$ cat src/core/serr_regs.svh
`ifndef SERR_REGS_SVH
`define SERR_REGS_SVH
// reply codes
`define SERR_CODE_COMM 8'd21
`define SERR_CODE_TIMEOUT 8'd22
`define SERR_CODE_OVERFLOW 8'd23
`define SERR_CODE_UNKNOWN 8'd24
`define SERR_CODE_RANGE 8'd25
`define SERR_CODE_COND 8'd26
`define SERR_CODE_FORMAT 8'd27
`define SERR_CODE_TERM 8'd30
`define SERR_CODE_NONE 8'h00
// character index of the closing lf in each reply
`define SERR_IDX_ACK_LF 3'h2
`define SERR_IDX_ERR_LF 3'h6
// record number bounds
`define SERR_RECNO_FIRST 10'h001
`define SERR_RECNO_LAST 10'h3e7
// ascii characters
`define SERR_CH_G 8'h47
`define SERR_CH_E 8'h45
`define SERR_CH_R 8'h52
`define SERR_CH_CR 8'h0d
`define SERR_CH_LF 8'h0a
`define SERR_CH_ZERO 8'h30
// status codes
`define SERR_ST_NORMAL 3'h0
`define SERR_ST_OVERFLOW 3'h1
`define SERR_ST_NEGCALC 3'h2
`define SERR_ST_A_OVER 3'h3
`define SERR_ST_B_OVER 3'h4
`define SERR_ST_A_UNDER 3'h5
`define SERR_ST_B_UNDER 3'h6
// comparator codes
`define SERR_CMP_DASH 2'h0
`define SERR_CMP_IN 2'h1
`define SERR_CMP_LOW 2'h2
`define SERR_CMP_HIGH 2'h3
`endif

$ cat src/core/serr_pkg.sv
package serr_pkg;
    typedef enum logic [2:0] {
        SERR_IDLE,
        SERR_SEND,
        SERR_WAIT
    } serr_state_t;
    typedef struct packed {
        serr_state_t state;
        logic [7:0] code;
        logic is_err;
        logic [2:0] idx;
        logic [7:0] ch;
        logic valid;
        logic busy;
    } serr_tx_t;
    typedef struct packed {
        logic header_due;
        logic [9:0] recno;
        logic rec_valid;
        logic rec_header;
        logic [9:0] rec_no;
        logic rec_ref;
        logic [2:0] rec_status;
        logic [1:0] rec_cmp;
        logic rec_page;
    } serr_prn_t;
endpackage

$ cat src/core/serr_reply_tx.sv
`timescale 1ns/1ns
`include "serr_regs.svh"
// ============================================================
// reply serialiser: G or ERRnn, then cr lf
module serr_reply_tx
    import serr_pkg::*;
(
    input wire logic clk_in,
    input wire logic srst_in,
    input wire logic start_in,
    input wire logic is_err_in,
    input wire logic [7:0] code_in,
    input wire logic ready_in,
    output logic [7:0] char_out,
    output logic char_valid_out,
    output logic busy_out
);
    serr_tx_t s_reg, s_next;

    // ascii digit of a two-digit code
    function automatic logic [7:0] digit(input logic [7:0] v, input logic tens);
        logic [7:0] q;
        q = v / 8'd10;
        digit = tens ? (`SERR_CH_ZERO + q) : (`SERR_CH_ZERO + (v - q * 8'd10));
    endfunction

    function automatic logic [7:0] pick(input serr_tx_t s);
        logic [7:0] c;
        c = `SERR_CH_LF;
        if (!s.is_err) begin
            unique case (s.idx)
                3'h0: c = `SERR_CH_G;
                3'h1: c = `SERR_CH_CR;
                default: c = `SERR_CH_LF;
            endcase
        end else begin
            unique case (s.idx)
                3'h0: c = `SERR_CH_E;
                3'h1, 3'h2: c = `SERR_CH_R;
                3'h3: c = digit(s.code, 1'b1);
                3'h4: c = digit(s.code, 1'b0);
                3'h5: c = `SERR_CH_CR;
                default: c = `SERR_CH_LF;
            endcase
        end
        pick = c;
    endfunction

    // one character every second cycle at most, each held until the line accepts it
    always_comb begin
        s_next = s_reg;
        unique case (s_reg.state)
            SERR_IDLE: begin
                if (start_in) begin
                    s_next.state = SERR_SEND;
                    s_next.code = code_in;
                    s_next.is_err = is_err_in;
                    s_next.idx = 3'h0;
                end
            end
            SERR_SEND: begin
                s_next.state = SERR_WAIT;
            end
            SERR_WAIT: begin
                if (ready_in) begin
                    if ((s_reg.is_err && s_reg.idx == `SERR_IDX_ERR_LF)
                        || (!s_reg.is_err && s_reg.idx == `SERR_IDX_ACK_LF)) begin
                        s_next.state = SERR_IDLE; // lf sent, reply done
                    end else begin
                        s_next.idx = s_reg.idx + 3'h1;
                        s_next.state = SERR_SEND;
                    end
                end
            end
            default: s_next.state = SERR_IDLE;
        endcase
        // outputs kept in the state so they leave from flops, cleared by reset
        s_next.ch = pick(s_next);
        s_next.valid = (s_next.state == SERR_WAIT);
        s_next.busy = (s_next.state != SERR_IDLE);
        if (srst_in) begin
            s_next = '0;
            s_next.state = SERR_IDLE;
        end
    end

    always_ff @(posedge clk_in) begin
        s_reg <= s_next;
    end

    assign char_out = s_reg.ch;
    assign char_valid_out = s_reg.valid;
    assign busy_out = s_reg.busy;
endmodule

$ cat src/core/serr_print_rec.sv
`timescale 1ns/1ns
`include "serr_regs.svh"
// ============================================================
// print record builder: header, number, status and comparator codes
module serr_print_rec
    import serr_pkg::*;
(
    input wire logic clk_in,
    input wire logic srst_in,
    input wire logic print_req_in,
    input wire logic cmp_changed_in,
    input wire logic deviation_display_in,
    input wire logic screen_page_two_in,
    input wire logic meas_overflow_in,
    input wire logic meas_negcalc_in,
    input wire logic sensor_a_over_in,
    input wire logic sensor_b_over_in,
    input wire logic sensor_a_under_in,
    input wire logic sensor_b_under_in,
    input wire logic cmp_active_in,
    input wire logic cmp_below_in,
    input wire logic cmp_above_in,
    output logic rec_valid_out,
    output logic rec_header_out,
    output logic [9:0] rec_no_out,
    output logic rec_ref_out,
    output logic [2:0] rec_status_out,
    output logic [1:0] rec_cmp_out,
    output logic rec_page_out
);
    serr_prn_t p_reg, p_next;

    // status priority: overflow first, sensor warnings last
    function automatic logic [2:0] status_code(input logic [5:0] f);
        if (f[0]) status_code = `SERR_ST_OVERFLOW;
        else if (f[1]) status_code = `SERR_ST_NEGCALC;
        else if (f[2]) status_code = `SERR_ST_A_OVER;
        else if (f[3]) status_code = `SERR_ST_B_OVER;
        else if (f[4]) status_code = `SERR_ST_A_UNDER;
        else if (f[5]) status_code = `SERR_ST_B_UNDER;
        else status_code = `SERR_ST_NORMAL;
    endfunction

    always_comb begin
        p_next = p_reg;
        p_next.rec_valid = 1'b0;
        // a setting change during a print still marks the next one
        if (cmp_changed_in) begin
            p_next.header_due = 1'b1;
        end
        if (print_req_in) begin
            p_next.rec_valid = 1'b1;
            p_next.rec_header = p_reg.header_due;
            p_next.header_due = cmp_changed_in;
            p_next.rec_no = p_reg.recno;
            p_next.recno = (p_reg.recno == `SERR_RECNO_LAST) ? `SERR_RECNO_FIRST
                : p_reg.recno + 10'h001;
            p_next.rec_ref = deviation_display_in;
            p_next.rec_status = status_code({sensor_b_under_in, sensor_a_under_in, sensor_b_over_in,
                sensor_a_over_in, meas_negcalc_in, meas_overflow_in});
            p_next.rec_cmp = !cmp_active_in ? `SERR_CMP_DASH : cmp_below_in ? `SERR_CMP_LOW
                : cmp_above_in ? `SERR_CMP_HIGH : `SERR_CMP_IN;
            p_next.rec_page = screen_page_two_in;
        end
        if (srst_in) begin
            p_next = '0;
            p_next.header_due = 1'b1;
            p_next.recno = `SERR_RECNO_FIRST;
        end
    end

    always_ff @(posedge clk_in) begin
        p_reg <= p_next;
    end

    assign rec_valid_out = p_reg.rec_valid;
    assign rec_header_out = p_reg.rec_header;
    assign rec_no_out = p_reg.rec_no;
    assign rec_ref_out = p_reg.rec_ref;
    assign rec_status_out = p_reg.rec_status;
    assign rec_cmp_out = p_reg.rec_cmp;
    assign rec_page_out = p_reg.rec_page;
endmodule

$ cat src/core/serr_top.sv
// Summary of operation
// - with replies on, a bad command gets an error reply 21..30 instead
// - a good setting command gets G, only while replies are on
// - overrun, framing or parity fault gives reply 21
// - command reception time-out gives reply 22
// - command longer than the receive buffer gives reply 23
// - unknown command name gives reply 24
// - parameter beyond its limits gives reply 25
// - command conflicting with present state gives reply 26
// - misplaced comma or overlong field gives reply 27
// - host ends with cr lf; only one of them gives reply 30
// - header on first print after reset or after comparator change
// - record number starts at 1, wraps from 999 to 1
// - reference value printed only in deviation display
// - status field: normal, overflow, negative, sensor over or under codes
// - comparator field: dash when inactive, else in, low, high
// - one full record per print request
`timescale 1ns/1ns
`include "serr_regs.svh"
// ============================================================
// command verdict and printed record top
module serr_top
    import serr_pkg::*;
(
    input wire logic clk_in,
    input wire logic srst_in,
    input wire logic reply_enable_in,
    input wire logic cmd_done_in,
    input wire logic setting_cmd_in,
    input wire logic fault_line_in,
    input wire logic fault_timeout_in,
    input wire logic fault_overflow_in,
    input wire logic fault_unknown_in,
    input wire logic fault_range_in,
    input wire logic fault_cond_in,
    input wire logic fault_format_in,
    input wire logic fault_term_in,
    input wire logic tx_ready_in,
    output logic [7:0] tx_char_out,
    output logic tx_valid_out,
    output logic reply_busy_out,
    output logic [7:0] last_code_out,
    input wire logic print_req_in,
    input wire logic cmp_changed_in,
    input wire logic deviation_display_in,
    input wire logic screen_page_two_in,
    input wire logic meas_overflow_in,
    input wire logic meas_negcalc_in,
    input wire logic sensor_a_over_in,
    input wire logic sensor_b_over_in,
    input wire logic sensor_a_under_in,
    input wire logic sensor_b_under_in,
    input wire logic cmp_active_in,
    input wire logic cmp_below_in,
    input wire logic cmp_above_in,
    output logic rec_valid_out,
    output logic rec_header_out,
    output logic [9:0] rec_no_out,
    output logic rec_ref_out,
    output logic [2:0] rec_status_out,
    output logic [1:0] rec_cmp_out,
    output logic rec_page_out
);
    typedef struct packed {
        logic start;
        logic is_err;
        logic [7:0] code;
        logic [7:0] last;
    } serr_ctl_t;

    serr_ctl_t c_reg, c_next;
    logic tx_busy;

    // ============================================================
    // fixed priority: line faults first, since later checks are meaningless
    function automatic logic [7:0] err_code(input logic [7:0] f);
        if (f[0]) err_code = `SERR_CODE_COMM;
        else if (f[1]) err_code = `SERR_CODE_TIMEOUT;
        else if (f[2]) err_code = `SERR_CODE_OVERFLOW;
        else if (f[7]) err_code = `SERR_CODE_TERM;
        else if (f[3]) err_code = `SERR_CODE_UNKNOWN;
        else if (f[6]) err_code = `SERR_CODE_FORMAT;
        else if (f[4]) err_code = `SERR_CODE_RANGE;
        else if (f[5]) err_code = `SERR_CODE_COND;
        else err_code = `SERR_CODE_NONE;
    endfunction

    // ============================================================
    // verdict per finished command; a command during a reply is dropped, so pause
    always_comb begin
        logic [7:0] faults;
        faults = {fault_term_in, fault_format_in, fault_cond_in, fault_range_in,
            fault_unknown_in, fault_overflow_in, fault_timeout_in, fault_line_in};
        c_next = c_reg;
        c_next.start = 1'b0;
        if (cmd_done_in && !tx_busy && !c_reg.start) begin
            c_next.last = err_code(faults);
            if (reply_enable_in && faults != 8'h00) begin
                c_next.start = 1'b1;
                c_next.is_err = 1'b1;
                c_next.code = err_code(faults);
            end else if (reply_enable_in && setting_cmd_in) begin
                c_next.start = 1'b1;
                c_next.is_err = 1'b0;
                c_next.code = `SERR_CODE_NONE;
            end
        end
        if (srst_in) begin
            c_next = '0;
        end
    end

    always_ff @(posedge clk_in) begin
        c_reg <= c_next;
    end

    assign last_code_out = c_reg.last;

    // ============================================================
    // reply characters, each reply closed by cr lf
    serr_reply_tx u_tx (
        .clk_in(clk_in),
        .srst_in(srst_in),
        .start_in(c_reg.start),
        .is_err_in(c_reg.is_err),
        .code_in(c_reg.code),
        .ready_in(tx_ready_in),
        .char_out(tx_char_out),
        .char_valid_out(tx_valid_out),
        .busy_out(tx_busy)
    );

    assign reply_busy_out = tx_busy;

    // ============================================================
    // printed record fields
    serr_print_rec u_prn (
        .clk_in(clk_in),
        .srst_in(srst_in),
        .print_req_in(print_req_in),
        .cmp_changed_in(cmp_changed_in),
        .deviation_display_in(deviation_display_in),
        .screen_page_two_in(screen_page_two_in),
        .meas_overflow_in(meas_overflow_in),
        .meas_negcalc_in(meas_negcalc_in),
        .sensor_a_over_in(sensor_a_over_in),
        .sensor_b_over_in(sensor_b_over_in),
        .sensor_a_under_in(sensor_a_under_in),
        .sensor_b_under_in(sensor_b_under_in),
        .cmp_active_in(cmp_active_in),
        .cmp_below_in(cmp_below_in),
        .cmp_above_in(cmp_above_in),
        .rec_valid_out(rec_valid_out),
        .rec_header_out(rec_header_out),
        .rec_no_out(rec_no_out),
        .rec_ref_out(rec_ref_out),
        .rec_status_out(rec_status_out),
        .rec_cmp_out(rec_cmp_out),
        .rec_page_out(rec_page_out)
    );
endmodule

$ cat config.mk
export PLATFORM = sky130hd
export DESIGN_NAME = serr_top
export DESIGN_NICKNAME = d
export VERILOG_FILES = /design/src/core/serr_pkg.sv /design/src/core/serr_reply_tx.sv /design/src/core/serr_print_rec.sv /design/src/core/serr_top.sv
export VERILOG_INCLUDE_DIRS = /design/src /design/src/core
export SDC_FILE = /design/constraint.sdc
export NUM_CORES = 1
export LEC_CHECK = 0
export BUFFER_PORTS_ARGS = -buffer_cell sky130_fd_sc_hd__buf_4
export CORE_ASPECT_RATIO = 0.9
export CORE_MARGIN = 2
export CORE_UTILIZATION = 43
export CTS_CLUSTER_DIAMETER = 120
export DETAILED_ROUTE_END_ITERATION = 6
export GPL_TIMING_DRIVEN = 0
export MAX_ROUTING_LAYER = met4
export PLACE_DENSITY = 0.74
export SLEW_MARGIN = 30
export SYNTH_ARGS = -nofsm -noshare
export SYNTH_HDL_FRONTEND = slang
export SYNTH_SLANG_ARGS = --single-unit
$ cat constraint.sdc
create_clock -name clk_in -period 9.27 [get_ports clk_in]
set_clock_uncertainty 0.2 [all_clocks]
set_input_delay 0.4635 -clock clk_in [delete_from_list [all_inputs] [get_ports clk_in]]
set_output_delay 0.4635 -clock clk_in [all_outputs]
set_load 0.02 [all_outputs]
### Word level (Yosys, flattened, before mapping)

Index checks and enable logic that the tools add are counted.

* add/sub/neg operators: 5
* multipliers: 1
* divide/modulo/power cells: 1
* equal/unequal tests: 11
* multiplexer cells: 33
* bitwise operators: 1
* reduce and logical (&&, ||, !) cells: 19

Operator list (count)
* two-way mux 8 bit: 5
* case mux 8 bit (5 select lines): 1
* two-way mux 10 bit: 3
* two-way mux 30 bit: 1
* two-way mux 3 bit: 9
* two-way mux 5 bit: 4
* adder 6 x 8 -> 8 bit, first input constant: 2
* equality test 3 x 2 -> 1 bit, second input constant: 5
* two-way mux 15 bit: 1
* case mux 7 bit (2 select lines): 1
* adder 10 x 1 -> 10 bit, second input constant: 1
* equality test 10 bit, second input constant: 1
* equality test 3 bit, second input constant: 3
* two-way mux 9 bit: 1
* case mux 3 bit (3 select lines): 1
* divider 8 x 4 -> 8 bit, second input constant: 1
* multiplier 8 x 3 -> 7 bit, second input constant: 1
* nonzero test 8 bit: 1
* subtractor 8 bit: 1
* equality test 3 x 1 -> 1 bit, second input constant: 2
* logical AND 1 bit: 6
* zero test 3 bit: 2
* two-way mux 2 bit: 3
* case mux 3 bit (2 select lines): 1
* other kinds (9): 14

* flip-flop bits (word level): 73
* bits of input ports: 27
* output and inout bits: 37
* logic and storage cells: 91

### Logic depth before layout (Yosys ltp)

Gate-level depths: netlist of run 1.

* depth after elaboration: 10
* depth in mapped cells: 29
* mapped depth without buffers: 28

### Hierarchy

A second synthesis of run 1 with hierarchy kept.

* cells, all modules: 548
* area total of the unflattened synthesis: 4596.9 um^2

By module, submodules not included
* serr_reply_tx: instances 1, cells an instance 337, area an instance 2646.3 um^2, sequential area each 500.5 um^2
* serr_print_rec: instances 1, cells an instance 140, area an instance 1348.8 um^2, sequential area each 600.6 um^2
* serr_top: instances 1, cells an instance 71, area an instance 601.8 um^2, sequential area each 240.2 um^2

### Least setup slack after synthesis of run 1

Ideal clock, no wire load.

* path type: reg2reg
* from: register u_tx.s_reg[23] in the netlist's numbering
* to: register u_tx.s_reg (netlist bit u_tx.char_out[7])
* library setup time: 0.116 ns
* data arrival time: 5.289 ns
* path slack: 3.666 ns
* stages on the path, launching flop included: 30
* path buffers: 2
* clock period less this slack: 5.604 ns
* path through: dfxtp_1 > or4b_1 > buf_6 > clkbuf_1 > nand2_1 > nand2_1 > or2_2 > a21oi_1 > ha_1 > nand3_1 > a32oi_1 > nor2_2 > ha_1 > nand2_1 > a21oi_1 > o311a_1 > nand2_1 > a21o_1 > ha_1 > ha_1 > inv_1 > fa_1 > inv_1 > ha_1 > inv_1 > ha_1 > a21o_1 > a21oi_1 > xnor2_1 > and3_1

* word-level cells in the longest chain between the ends: 8
* elaborated cells between the ends (all ways): 18

Ends and longest elaborated chain
* start, declared: RTL line serr_reply_tx.sv:18 `serr_tx_t s_reg, s_next;`
* start signal, assigned: RTL line serr_reply_tx.sv:88 `s_reg <= s_next;`
* zero test 3 bit: RTL line serr_reply_tx.sv:52 `unique case (s_reg.state)`
* two-way mux 9 bit: RTL line serr_reply_tx.sv:52
* divider 8 x 4 -> 8 bit: RTL line serr_reply_tx.sv:23 `q = v / 8'd10;`
* multiplier 8 x 3 -> 7 bit
* subtractor 8 bit
* adder 6 x 8 -> 8 bit (no line)
* case mux 8 bit (5 select lines): RTL line serr_reply_tx.sv:37 `unique case (s.idx)`
* two-way mux 8 bit (*): RTL line serr_reply_tx.sv:30 `if (!s.is_err) begin`

Every way passes the cells marked *; elsewhere a longest branch is shown, timed or not.
A chain may end at the register's enable or synchronous reset.

### Worst setup path in the final report of run 1

Same ends and word-level chain as after synthesis.

==> impl_metrics.yaml, run 1 <==
setup_path:
  startpoint_type: "flip-flop"
  rr_endpoint: "u_tx.char_out[7]$_SDFF_PP0_"
  critPathRequiredTime_ns: 9.32
  rr_startpoint: "u_tx.s_reg[23]$_SDFF_PP0_"
  cp_max_fo: 10
  slowest_delay_ns: 0.55
  worst-setup-path-type: "reg -> reg"
  crit_slowest_cell: "sky130_fd_sc_hd__or4b_1"
  crit_path_end_kind: "flip-flop"
  critPathMostFrequentCell: "sky130_fd_sc_hd__ha_1"
  worst_r2r_path_depth: 29
  arrival_ns: 6.25
  worst-r2r-setup-slack_ns: 3.07
route:
  total_vias_in_the_final_route: 3716
  detail_route.iter0.violations: 178
  number_of_design_rule_violations_left_after_detail_routing: 0
  routed_wl_microns: 9710
  drtPass1Iterations: 5
  avgRoutedWirePerCell_microns: 13.9
  post_drt_via_cell_ratio: 5.32
  postRouteAntennaNets: 0
global_routing:
  grt_overflow: 0
  global_route.usage.total_pct: 19.9
  first_global_vias: 3457
  grt_pass1_wl_microns: 16300
  grt_start_max_net_pins: 13
  antenna_violations_before_repair: 0
worst_hold_path:
  holdPathStages: 3
  min_to: "u_prn.p_reg[29]$_SDFFE_PP1P_"
  worstHoldStart: "cmp_changed_in"
  worst_hold_path_type: "in -> reg"
cts:
  cts_resized: 0
  worst_setup_hold_path_clk_slew_ns: 0.08
  worst_skew_pair.late_latency_ns: 0.35
  cts_root_buf: "sky130_fd_sc_hd__clkbuf_8"
  number_of_sinks_driven_by_the_clock_tree: 67
  cts-hold-fix-buffers: 0
  setup_buffers_after_cts: 0
  cts_buffers: 9
  ctsHtreeMaxLevel: 3
  clock_tree_from_tritoncts: "built"
  cts.path.max_buffers: 2
yosys:
  synthesized_area_per_cell_sq_um: 8.23
  yosys.area.top_type_share_pct: 32.6
  synth_warnings: 0
  postSynth.topFlopCell: "sky130_fd_sc_hd__dfxtp_1"
  syn-cell-area_sq_mm: 0.00412
  synth-seq-area-share_pct: 32.6
  async_flop_share_pct: 0
  synth_top_cells_by_area: "sky130_fd_sc_hd__dfxtp_1 (33%), sky130_fd_sc_hd__ha_1 (6.7%), sky130_fd_sc_hd__nor2_1 (6.6%)"
  yosysUniqueCellTypes: 64
  postSynthCellCount: 500
  post-synth-top-area-cell: "sky130_fd_sc_hd__dfxtp_1"
  synth_seq_cells: 67
  synth-edff-count: 0
power_and_ir_drop:
  p_leak_nw: 2.21
  power-per-cell-area_mw_per_mm2: 128
  power.ir.vdd_worst_v: 0.000108
  p_total_uw: 630
place:
  place.port_buffers: 59
  hpwlAfterDp_microns: 7360
  globalplace.congestion: 0.881
final_layout:
  final_cell_mix: "sky130_fd_sc_hd__buf_4 (90), sky130_fd_sc_hd__nor2_1 (72), sky130_fd_sc_hd__dfxtp_1 (67)"
  post_route_cells_drive_above_1_share_pct: 21.5
  final_common_cell: "sky130_fd_sc_hd__buf_4"
  largest_reg_flops: 15
  antenna_cells: 0
  area_growth_pct: 19.9
  final_net_count: 624
sta:
  tightest_pin_transition_ns: 0.695
  max_freq_ghz: 0.161
  timing_hold_violations_final: 0
  setup_viol: 0
  rsz0062_at_grt: "false"
  slew-limit-headroom_pct: 53.7
  final.period_utilization_pct: 66.9
  min_period_ns: 6.20
  final_max_tran_viols: 0
  setup_total_negative_slack_ns: 0
floorplanning:
  die_height_microns: 96.8
  rows: 33
  area_of_the_die_sq_mm: 0.0104
  die_x_microns: 107
  starting_density_of_the_core_pct: 44.7
  coreArea_sq_mm: 0.00921
  top_ports: 64
run_status:
  status: "finished, final reports clean"
flow_run:
  maxCapViolCount: 0
[metal layers]
layer	wire length (microns)	share of wire, %	track usage [%]
met1	4490	46	25.9
met2	4530	47	31.6
met3	538	5.5	3.84
met4	149	1.5	5.09
met5	0	0	-
[cells by family after synthesis]
logic type | Yosys count | share of synthesized area [%]
AND/OR/NAND/NOR | 169 | 19.9
AO/OA/AOI/OAI | 116 | 18.7
buffers and inverters | 77 | 10.1
flip-flops | 67 | 32.6
multiplexers | 26 | 6.78
adder cells (fa/ha/maj) | 24 | 7.66
XOR/XNOR | 20 | 4.26
other | 1 | 0.0911
[worst max-delay path: cells and delay by family, from the launching register on]
family	cells	cell delay (ns)
buffers and inverters	5	0.62
DFF	1	0.37
xor gates and xnor gates	1	0.08
and+or+nand+nor	9	1.68
adders and majority gates	7	1.84
AOI/OAI and AO/OA	7	1.31
[layout make-up]
cell class / instances / area, sq um
buffer: 56 / 335
inverter: 21 / 78.8
timing repair buffer: 59 / 443
sequential: 67 / 1340
clock inverter: 5 / 62.6
fill: 865 / 4270
multi-input combinational: 359 / 2380
tap: 122 / 153
clock buffer: 10 / 138
[through the flow]
step                      utilization, %  hold WS (ns)  instances  area [sq um]  setup slack (ns)
after floorplan                        -         0.230        503          4130              3.67
after global placement              51.3         0.243        684          4720              3.19
after detailed placement            51.3         0.260        684          4720              3.14
after CTS                           53.5        0.0958        699          4920              3.08
after global routing                53.6         0.136        699          4930              2.67
final                               53.6         0.106        699          4930              3.07
[cell usage after synthesis (all sizes together), types with 10 or more instances]
master,instances
nor3,10
nand2,24
o21ai,20
ha,22
buf,35
xor2,11
nor2,73
inv,21
a21oi,39
dfxtp,67
mux2i,24
clkbuf,21
[where the power goes]
part	leakage (nW)	internal [mW]	switching, mW	total, mW
Combinational	1.57	0.0360	0.0394	0.0754
Clock	0.0950	0.131	0.119	0.251
Sequential	0.547	0.297	0.00689	0.304
[worst max-delay path by stage]
stage,from,end,cells after the start
detailed placement,u_tx.s_reg[23]$_SDFF_PP0_,u_tx.char_out[7]$_SDFF_PP0_,28
CTS,u_tx.s_reg[23]$_SDFF_PP0_,u_tx.char_out[7]$_SDFF_PP0_,28
floorplan,u_tx.s_reg[23]$_SDFF_PP0_,u_tx.char_out[7]$_SDFF_PP0_,29
global placement,u_tx.s_reg[23]$_SDFF_PP0_,u_tx.char_out[7]$_SDFF_PP0_,28
global route,u_tx.s_reg[23]$_SDFF_PP0_,u_tx.char_out[7]$_SDFF_PP0_,29
finish,u_tx.s_reg[23]$_SDFF_PP0_,u_tx.char_out[7]$_SDFF_PP0_,29
Power figures use the tool's default switching activity.
==> inputs of run 2 (changes only) <==
--- a/config.mk
+++ b/config.mk
@@ -14,7 +14,7 @@
 export DETAILED_ROUTE_END_ITERATION = 6
 export GPL_TIMING_DRIVEN = 0
 export MAX_ROUTING_LAYER = met4
-export PLACE_DENSITY = 0.74
+export PLACE_DENSITY = 0.77
 export SLEW_MARGIN = 30
 export SYNTH_ARGS = -nofsm -noshare
 export SYNTH_HDL_FRONTEND = slang
==> constraint.sdc (replaced) <==
create_clock -name clk_in -period 5.6 [get_ports clk_in]
set_clock_uncertainty 0.2 [all_clocks]
set_input_delay 0.28 -clock clk_in [delete_from_list [all_inputs] [get_ports clk_in]]
set_output_delay 0.28 -clock clk_in [all_outputs]
set_load 0.02 [all_outputs]
==> impl_metrics.yaml, run 2 (synthesis gave the netlist of run 1 again) <==
run_status:
  status: "finished, final reports clean"
floorplanning:
  rows: 33
  area_of_the_die_sq_mm: 0.0104
  die_x_microns: 107
  starting_density_of_the_core_pct: 44.7
  coreArea_sq_mm: 0.00921
  top_ports: 64
  die_height_microns: 96.8
power_and_ir_drop:
  switching_share_pct: 25.7
  p_leak_nw: 2.33
  power.switching_uw: 280
  power.ir.vdd_worst_v: 0.000206
  total_internal_power_uw: 806
  power-per-cell-area_mw_per_mm2: 207
  seq_power_share_pct: 46.4
  pwr-share-comb_pct: 12.2
  power.clock.fraction_pct: 41.4
cts:
  cts.path.max_buffers: 2
  cts_root_buf: "sky130_fd_sc_hd__clkbuf_8"
  clock_tree_from_tritoncts: "built"
  cts_buffers: 9
  worst_skew_pair.late_latency_ns: 0.35
  worst_setup_hold_path_clk_slew_ns: 0.08
  ctsHtreeMaxLevel: 3
  number_of_sinks_driven_by_the_clock_tree: 67
setup_path:
  worst-setup-path-type: "reg -> reg"
  critPathMostFrequentCell: "sky130_fd_sc_hd__ha_4"
  crit_path_end_kind: "flip-flop"
  cp_max_fo: 5
  startpoint_type: "flip-flop"
  worst-r2r-setup-slack_ns: 0.15
  arrival_ns: 5.50
  slowest_delay_ns: 0.58
  critPathRequiredTime_ns: 5.65
  crit_slowest_cell: "sky130_fd_sc_hd__or4b_4"
global_routing:
  first_global_vias: 3798
  global_route.usage.total_pct: 20.9
  globalRouteMet2Util_pct: 32.5
  grt_start_max_net_pins: 13
  grtUsageMet1_pct: 26.2
  global_routing_usage_on_met3_pct: 5.19
  gr-max-usage-layer: "met2"
  grt_overflow: 0
  antenna_violations_before_repair: 0
  grt_pass1_wl_microns: 17200
place:
  place.port_buffers: 59
  hpwlAfterDp_microns: 7370
  number_of_placed_instances_taps_included: 684
  placement_cell_area_sq_mm: 0.00472
  globalplace.congestion: 0.910
sta:
  timing_hold_violations_final: 0
  final.period_utilization_pct: 97.3
  min_period_ns: 5.45
  setup_viol: 0
  final_max_tran_viols: 0
  tightest_pin_transition_ns: 0.719
  setup_total_negative_slack_ns: 0
  slew-limit-headroom_pct: 52.1
  max_freq_ghz: 0.184
final_layout:
  area_growth_pct: 27.2
  finish.cell_count_without_fillers: 714
  final_net_count: 639
  num-fill-cells: 812
  multiInputGateArea_sq_mm: 0.00251
  regArea_sq_mm: 0.00135
  final_common_cell: "sky130_fd_sc_hd__buf_4"
  antenna_cells: 0
  largest_reg_flops: 15
  finish.instance_area_sq_mm: 0.00523
  post_route_cells_drive_above_1_share_pct: 27.4
  final_cell_mix: "sky130_fd_sc_hd__buf_4 (104), sky130_fd_sc_hd__nor2_1 (72), sky130_fd_sc_hd__dfxtp_1 (62)"
flow_run:
  maxCapViolCount: 0
route:
  detail_route.iter0.violations: 200
  post_drt_via_cell_ratio: 5.44
  number_of_design_rule_violations_left_after_detail_routing: 0
  total_vias_in_the_final_route: 3882
  routed_wl_microns: 10400
  drtPass1Iterations: 4
  avgRoutedWirePerCell_microns: 14.5
  postRouteAntennaNets: 0
worst_hold_path:
  worst_hold_path_type: "in -> reg"
-- run 2: cell types whose count changed in the layout (fill, tap and decap cells not counted), moves of 3 or more --
cell	delta
sky130_fd_sc_hd__dfxtp_1	-5
sky130_fd_sc_hd__dlygate4sd3_1	+5
sky130_fd_sc_hd__ha_4	+3
sky130_fd_sc_hd__ha_1	-4
sky130_fd_sc_hd__dfxtp_2	+3
sky130_fd_sc_hd__clkbuf_1	-5
sky130_fd_sc_hd__nand2_1	-3
sky130_fd_sc_hd__a21oi_1	-3
sky130_fd_sc_hd__buf_4	+14
-- run 2: metrics by stage --
step                hold slack [ns]  worst slack (ns)  power (mW)  utilization (%)
detailed placement            0.255            -0.485       0.638             51.3
finish                       0.0230             0.151        1.09             56.8
floorplan                     0.183            0.0311       0.590                -
CTS                         0.00823            0.0241        1.09             55.4
global route                 0.0370           -0.0517        1.13             56.8
global placement              0.244            -0.393       0.635             51.3
-- run 2: final timing paths --
| path | endpoint | depth (start not counted) | startpoint |
|---|---|---|---|
| min | u_prn.rec_cmp_out[0]$_SDFFE_PP0P_ | 3 | cmp_active_in |
| max | u_tx.char_out[7]$_SDFF_PP0_ | 28 | u_tx.s_reg[22]$_SDFF_PP0_ |
| min reg2reg | c_reg[10]$_SDFFE_PP0P_ | 2 | c_reg[10]$_SDFFE_PP0P_ |
| max reg2reg | u_tx.char_out[7]$_SDFF_PP0_ | 28 | u_tx.s_reg[22]$_SDFF_PP0_ |
-- run 2: critical path: cells and delay by family, from the launching register on --
| kind | cells | cell delay [ns] |
|---|---|---|
| fa+ha+maj | 7 | 1.64 |
| simple gates | 9 | 1.47 |
| compound gates | 7 | 1.27 |
| flops | 1 | 0.37 |
| buf+inv | 4 | 0.35 |
| xor+xnor | 1 | 0.08 |
-- run 2: final cells by class --
class                      instances  area share [%]
clock inverter                     6            1.72
clock buffer                       9            2.37
tap                              122            2.92
sequential                        67            25.8
buffer                            52            6.26
inverter                          21            1.51
multi-input combinational        359            47.9
timing repair buffer              78            11.5
-- run 2: power by group through the flow --
stage	Sequential (mW)	Combinational (mW)	Clock (mW)
5_1_grt	0.506	0.145	0.480
4_1_cts	0.503	0.130	0.458
2_1_floorplan	0.513	0.0767	0
6_report	0.503	0.133	0.449
3_3_place_gp	0.513	0.121	0
3_5_place_dp	0.514	0.124	0
-- run 2: layer usage --
layer | vias up | part of all wire [%]
li1 | 1892 | -
met1 | 1811 | 43
met2 | 147 | 48
met3 | 32 | 7.3
met4 | 0 | 2.5
met5 | - | 0
-- run 2: repair_timing --
| item | 4_1_cts | 5_1_grt |
|---|---|---|
| hold buffers | 5 | 0 |
| pin swaps | 7 | 13 |
| buffers inserted | 6 | 8 |
| hold endpoints to repair | 5 | 0 |
| gates resized for setup | 20 | 24 |
| gates cloned | 0 | 0 |
| endpoints found under the setup margin | 4 | 4 |
==> inputs of run 3 (changes only) <==
--- a/config.mk
+++ b/config.mk
@@ -14,7 +14,7 @@
 export DETAILED_ROUTE_END_ITERATION = 6
 export GPL_TIMING_DRIVEN = 0
 export MAX_ROUTING_LAYER = met4
-export PLACE_DENSITY = 0.77
+export PLACE_DENSITY = 0.66
 export SLEW_MARGIN = 30
 export SYNTH_ARGS = -nofsm -noshare
 export SYNTH_HDL_FRONTEND = slang
==> impl_metrics.yaml, run 3 (synthesis gave the netlist of run 1 again) <==
power_and_ir_drop:
  switching_share_pct: 27.7
  p_total_mw: 1.06
  power.ir.vdd_worst_v: 0.000137
  p_leak_nw: 2.34
  power.switching_uw: 295
  pwr-share-comb_pct: 12.4
  power.clock.fraction_pct: 40.3
  total_internal_power_uw: 769
  seq_power_share_pct: 47.2
  power-per-cell-area_mw_per_mm2: 203
floorplanning:
  coreArea_sq_mm: 0.00921
  top_ports: 64
  die_x_microns: 107
  rows: 33
  starting_density_of_the_core_pct: 44.7
  die_height_microns: 96.8
  area_of_the_die_sq_mm: 0.0104
setup_path:
  critPathMostFrequentCell: "sky130_fd_sc_hd__ha_4"
  slowest_delay_ns: 0.59
  critPathRequiredTime_ns: 5.66
  rr_endpoint: "u_tx.char_out[7]$_SDFF_PP0_"
  worst-r2r-setup-slack_ns: 0.21
  worst-setup-path-type: "reg -> reg"
  worst_r2r_path_depth: 28
  arrival_ns: 5.44
  cp_max_fo: 4
  startpoint_type: "flip-flop"
  crit_path_end_kind: "flip-flop"
  rr_startpoint: "u_tx.s_reg[22]$_SDFF_PP0_"
  crit_slowest_cell: "sky130_fd_sc_hd__or4b_4"
global_routing:
  grt_overflow: 0
  antenna_violations_before_repair: 0
  first_global_vias: 3647
  grt_pass1_wl_microns: 16900
  grt_start_max_net_pins: 15
  global_route.usage.total_pct: 20.7
cts:
  cts_buffers: 9
  number_of_sinks_driven_by_the_clock_tree: 67
  ctsHtreeMaxLevel: 3
  worst_setup_hold_path_clk_slew_ns: 0.09
  clock_tree_from_tritoncts: "built"
  worst_skew_pair.late_latency_ns: 0.36
  cts.path.max_buffers: 2
  cts_root_buf: "sky130_fd_sc_hd__clkbuf_8"
sta:
  final.period_utilization_pct: 96.2
  worst_hold_slack_ns: 0.0324
  setup_slack_ns: 0.212
  final_max_tran_viols: 0
  timing_hold_violations_final: 0
  setup_viol: 0
  min_period_ns: 5.39
  max_freq_ghz: 0.186
  slew-limit-headroom_pct: 53.5
  setup_total_negative_slack_ns: 0
  tightest_pin_transition_ns: 0.698
worst_hold_path:
  min_to: "u_prn.rec_cmp_out[1]$_SDFFE_PP0P_"
  worst_hold_path_type: "in -> reg"
  holdPathStages: 3
  worstHoldStart: "cmp_active_in"
route:
  postRouteAntennaNets: 0
  routed_wl_microns: 10200
  detail_route.iter0.violations: 101
  number_of_design_rule_violations_left_after_detail_routing: 0
  drtPass1Iterations: 4
  total_vias_in_the_final_route: 3797
  avgRoutedWirePerCell_microns: 14.1
  post_drt_via_cell_ratio: 5.27
final_layout:
  post_route_cells_drive_above_1_share_pct: 28.0
  final_common_cell: "sky130_fd_sc_hd__buf_4"
  regArea_sq_mm: 0.00136
  final_cell_mix: "sky130_fd_sc_hd__buf_4 (108), sky130_fd_sc_hd__nor2_1 (72), sky130_fd_sc_hd__dfxtp_1 (60)"
  utilization_pct: 57.0
  final_net_count: 645
  multiInputGateArea_sq_mm: 0.00248
  largest_reg_flops: 15
  area_growth_pct: 27.5
  num-fill-cells: 846
  antenna_cells: 0
place:
  place.port_buffers: 59
  globalplace.congestion: 0.876
  hpwlAfterDp_microns: 7150
  pre_cts_ws_ns: -0.521
run_status:
  status: "finished, final reports clean"
flow_run:
  maxCapViolCount: 0
==> run 3: area by class of cell <==
class	count	area share [%]
clock buffer	9	2.36
clock inverter	7	1.60
timing repair buffer	83	12.2
sequential	67	25.8
multi-input combinational	359	47.3
tap	122	2.91
buffer	53	6.39
inverter	21	1.50
==> run 3: layer usage <==
layer / wire, microns / global-route usage [%] / vias up
li1: - / - / 1908
met1: 4710 / 26.8 / 1746
met2: 4580 / 31.2 / 119
met3: 595 / 4.72 / 24
met4: 284 / 8.09 / 0
met5: 0 / - / -
==> run 3: how the worst max path moves through the flow <==
stage                                          from  cells after the start                     endpoint  slack [ns]
after floorplan           u_tx.s_reg[23]$_SDFF_PP0_                     29  u_tx.char_out[7]$_SDFF_PP0_        0.03
after global placement    u_tx.s_reg[23]$_SDFF_PP0_                     28  u_tx.char_out[7]$_SDFF_PP0_       -0.46
after detailed placement  u_tx.s_reg[23]$_SDFF_PP0_                     28  u_tx.char_out[7]$_SDFF_PP0_       -0.52
after CTS                 u_tx.s_reg[23]$_SDFF_PP0_                     29  u_tx.char_out[7]$_SDFF_PP0_       0.006
after global routing      u_tx.s_reg[22]$_SDFF_PP0_                     28  u_tx.char_out[7]$_SDFF_PP0_       -0.04
final                     u_tx.s_reg[22]$_SDFF_PP0_                     28  u_tx.char_out[7]$_SDFF_PP0_        0.21
==> run 3: power groups by stage <==
| stage | Sequential (mW) | Combinational, mW | Clock [mW] |
|---|---|---|---|
| floorplan | 0.513 | 0.0767 | 0 |
| global placement | 0.514 | 0.122 | 0 |
| detailed placement | 0.514 | 0.123 | 0 |
| CTS | 0.503 | 0.130 | 0.440 |
| global route | 0.505 | 0.146 | 0.462 |
| finish | 0.503 | 0.132 | 0.429 |
==> run 3: metrics by stage <==
stage                     instance area (sq um)  cells
after detailed placement                   4720    684
after global routing                       5250    721
after global placement                     4720    684
after CTS                                  5090    711
final                                      5250    721
after floorplan                            4130    503
==> run 3: worst max-delay path, delay by kind of cell (launching register included) <==
| kind | cells | cell delay, ns |
|---|---|---|
| DFF | 1 | 0.36 |
| and+or+nand+nor | 9 | 1.40 |
| AOI/OAI and AO/OA | 7 | 1.25 |
| adders and majority gates | 7 | 1.67 |
| buffers and inverters | 4 | 0.34 |
| xor gates and xnor gates | 1 | 0.07 |
==> run 3: timing repair <==
action,4_1_cts,5_1_grt
endpoints found under the hold margin,5,0
hold buffers,6,0
gates resized for setup,18,22
setup endpoints to repair,4,4
pin swaps,10,16
buffers inserted,6,12
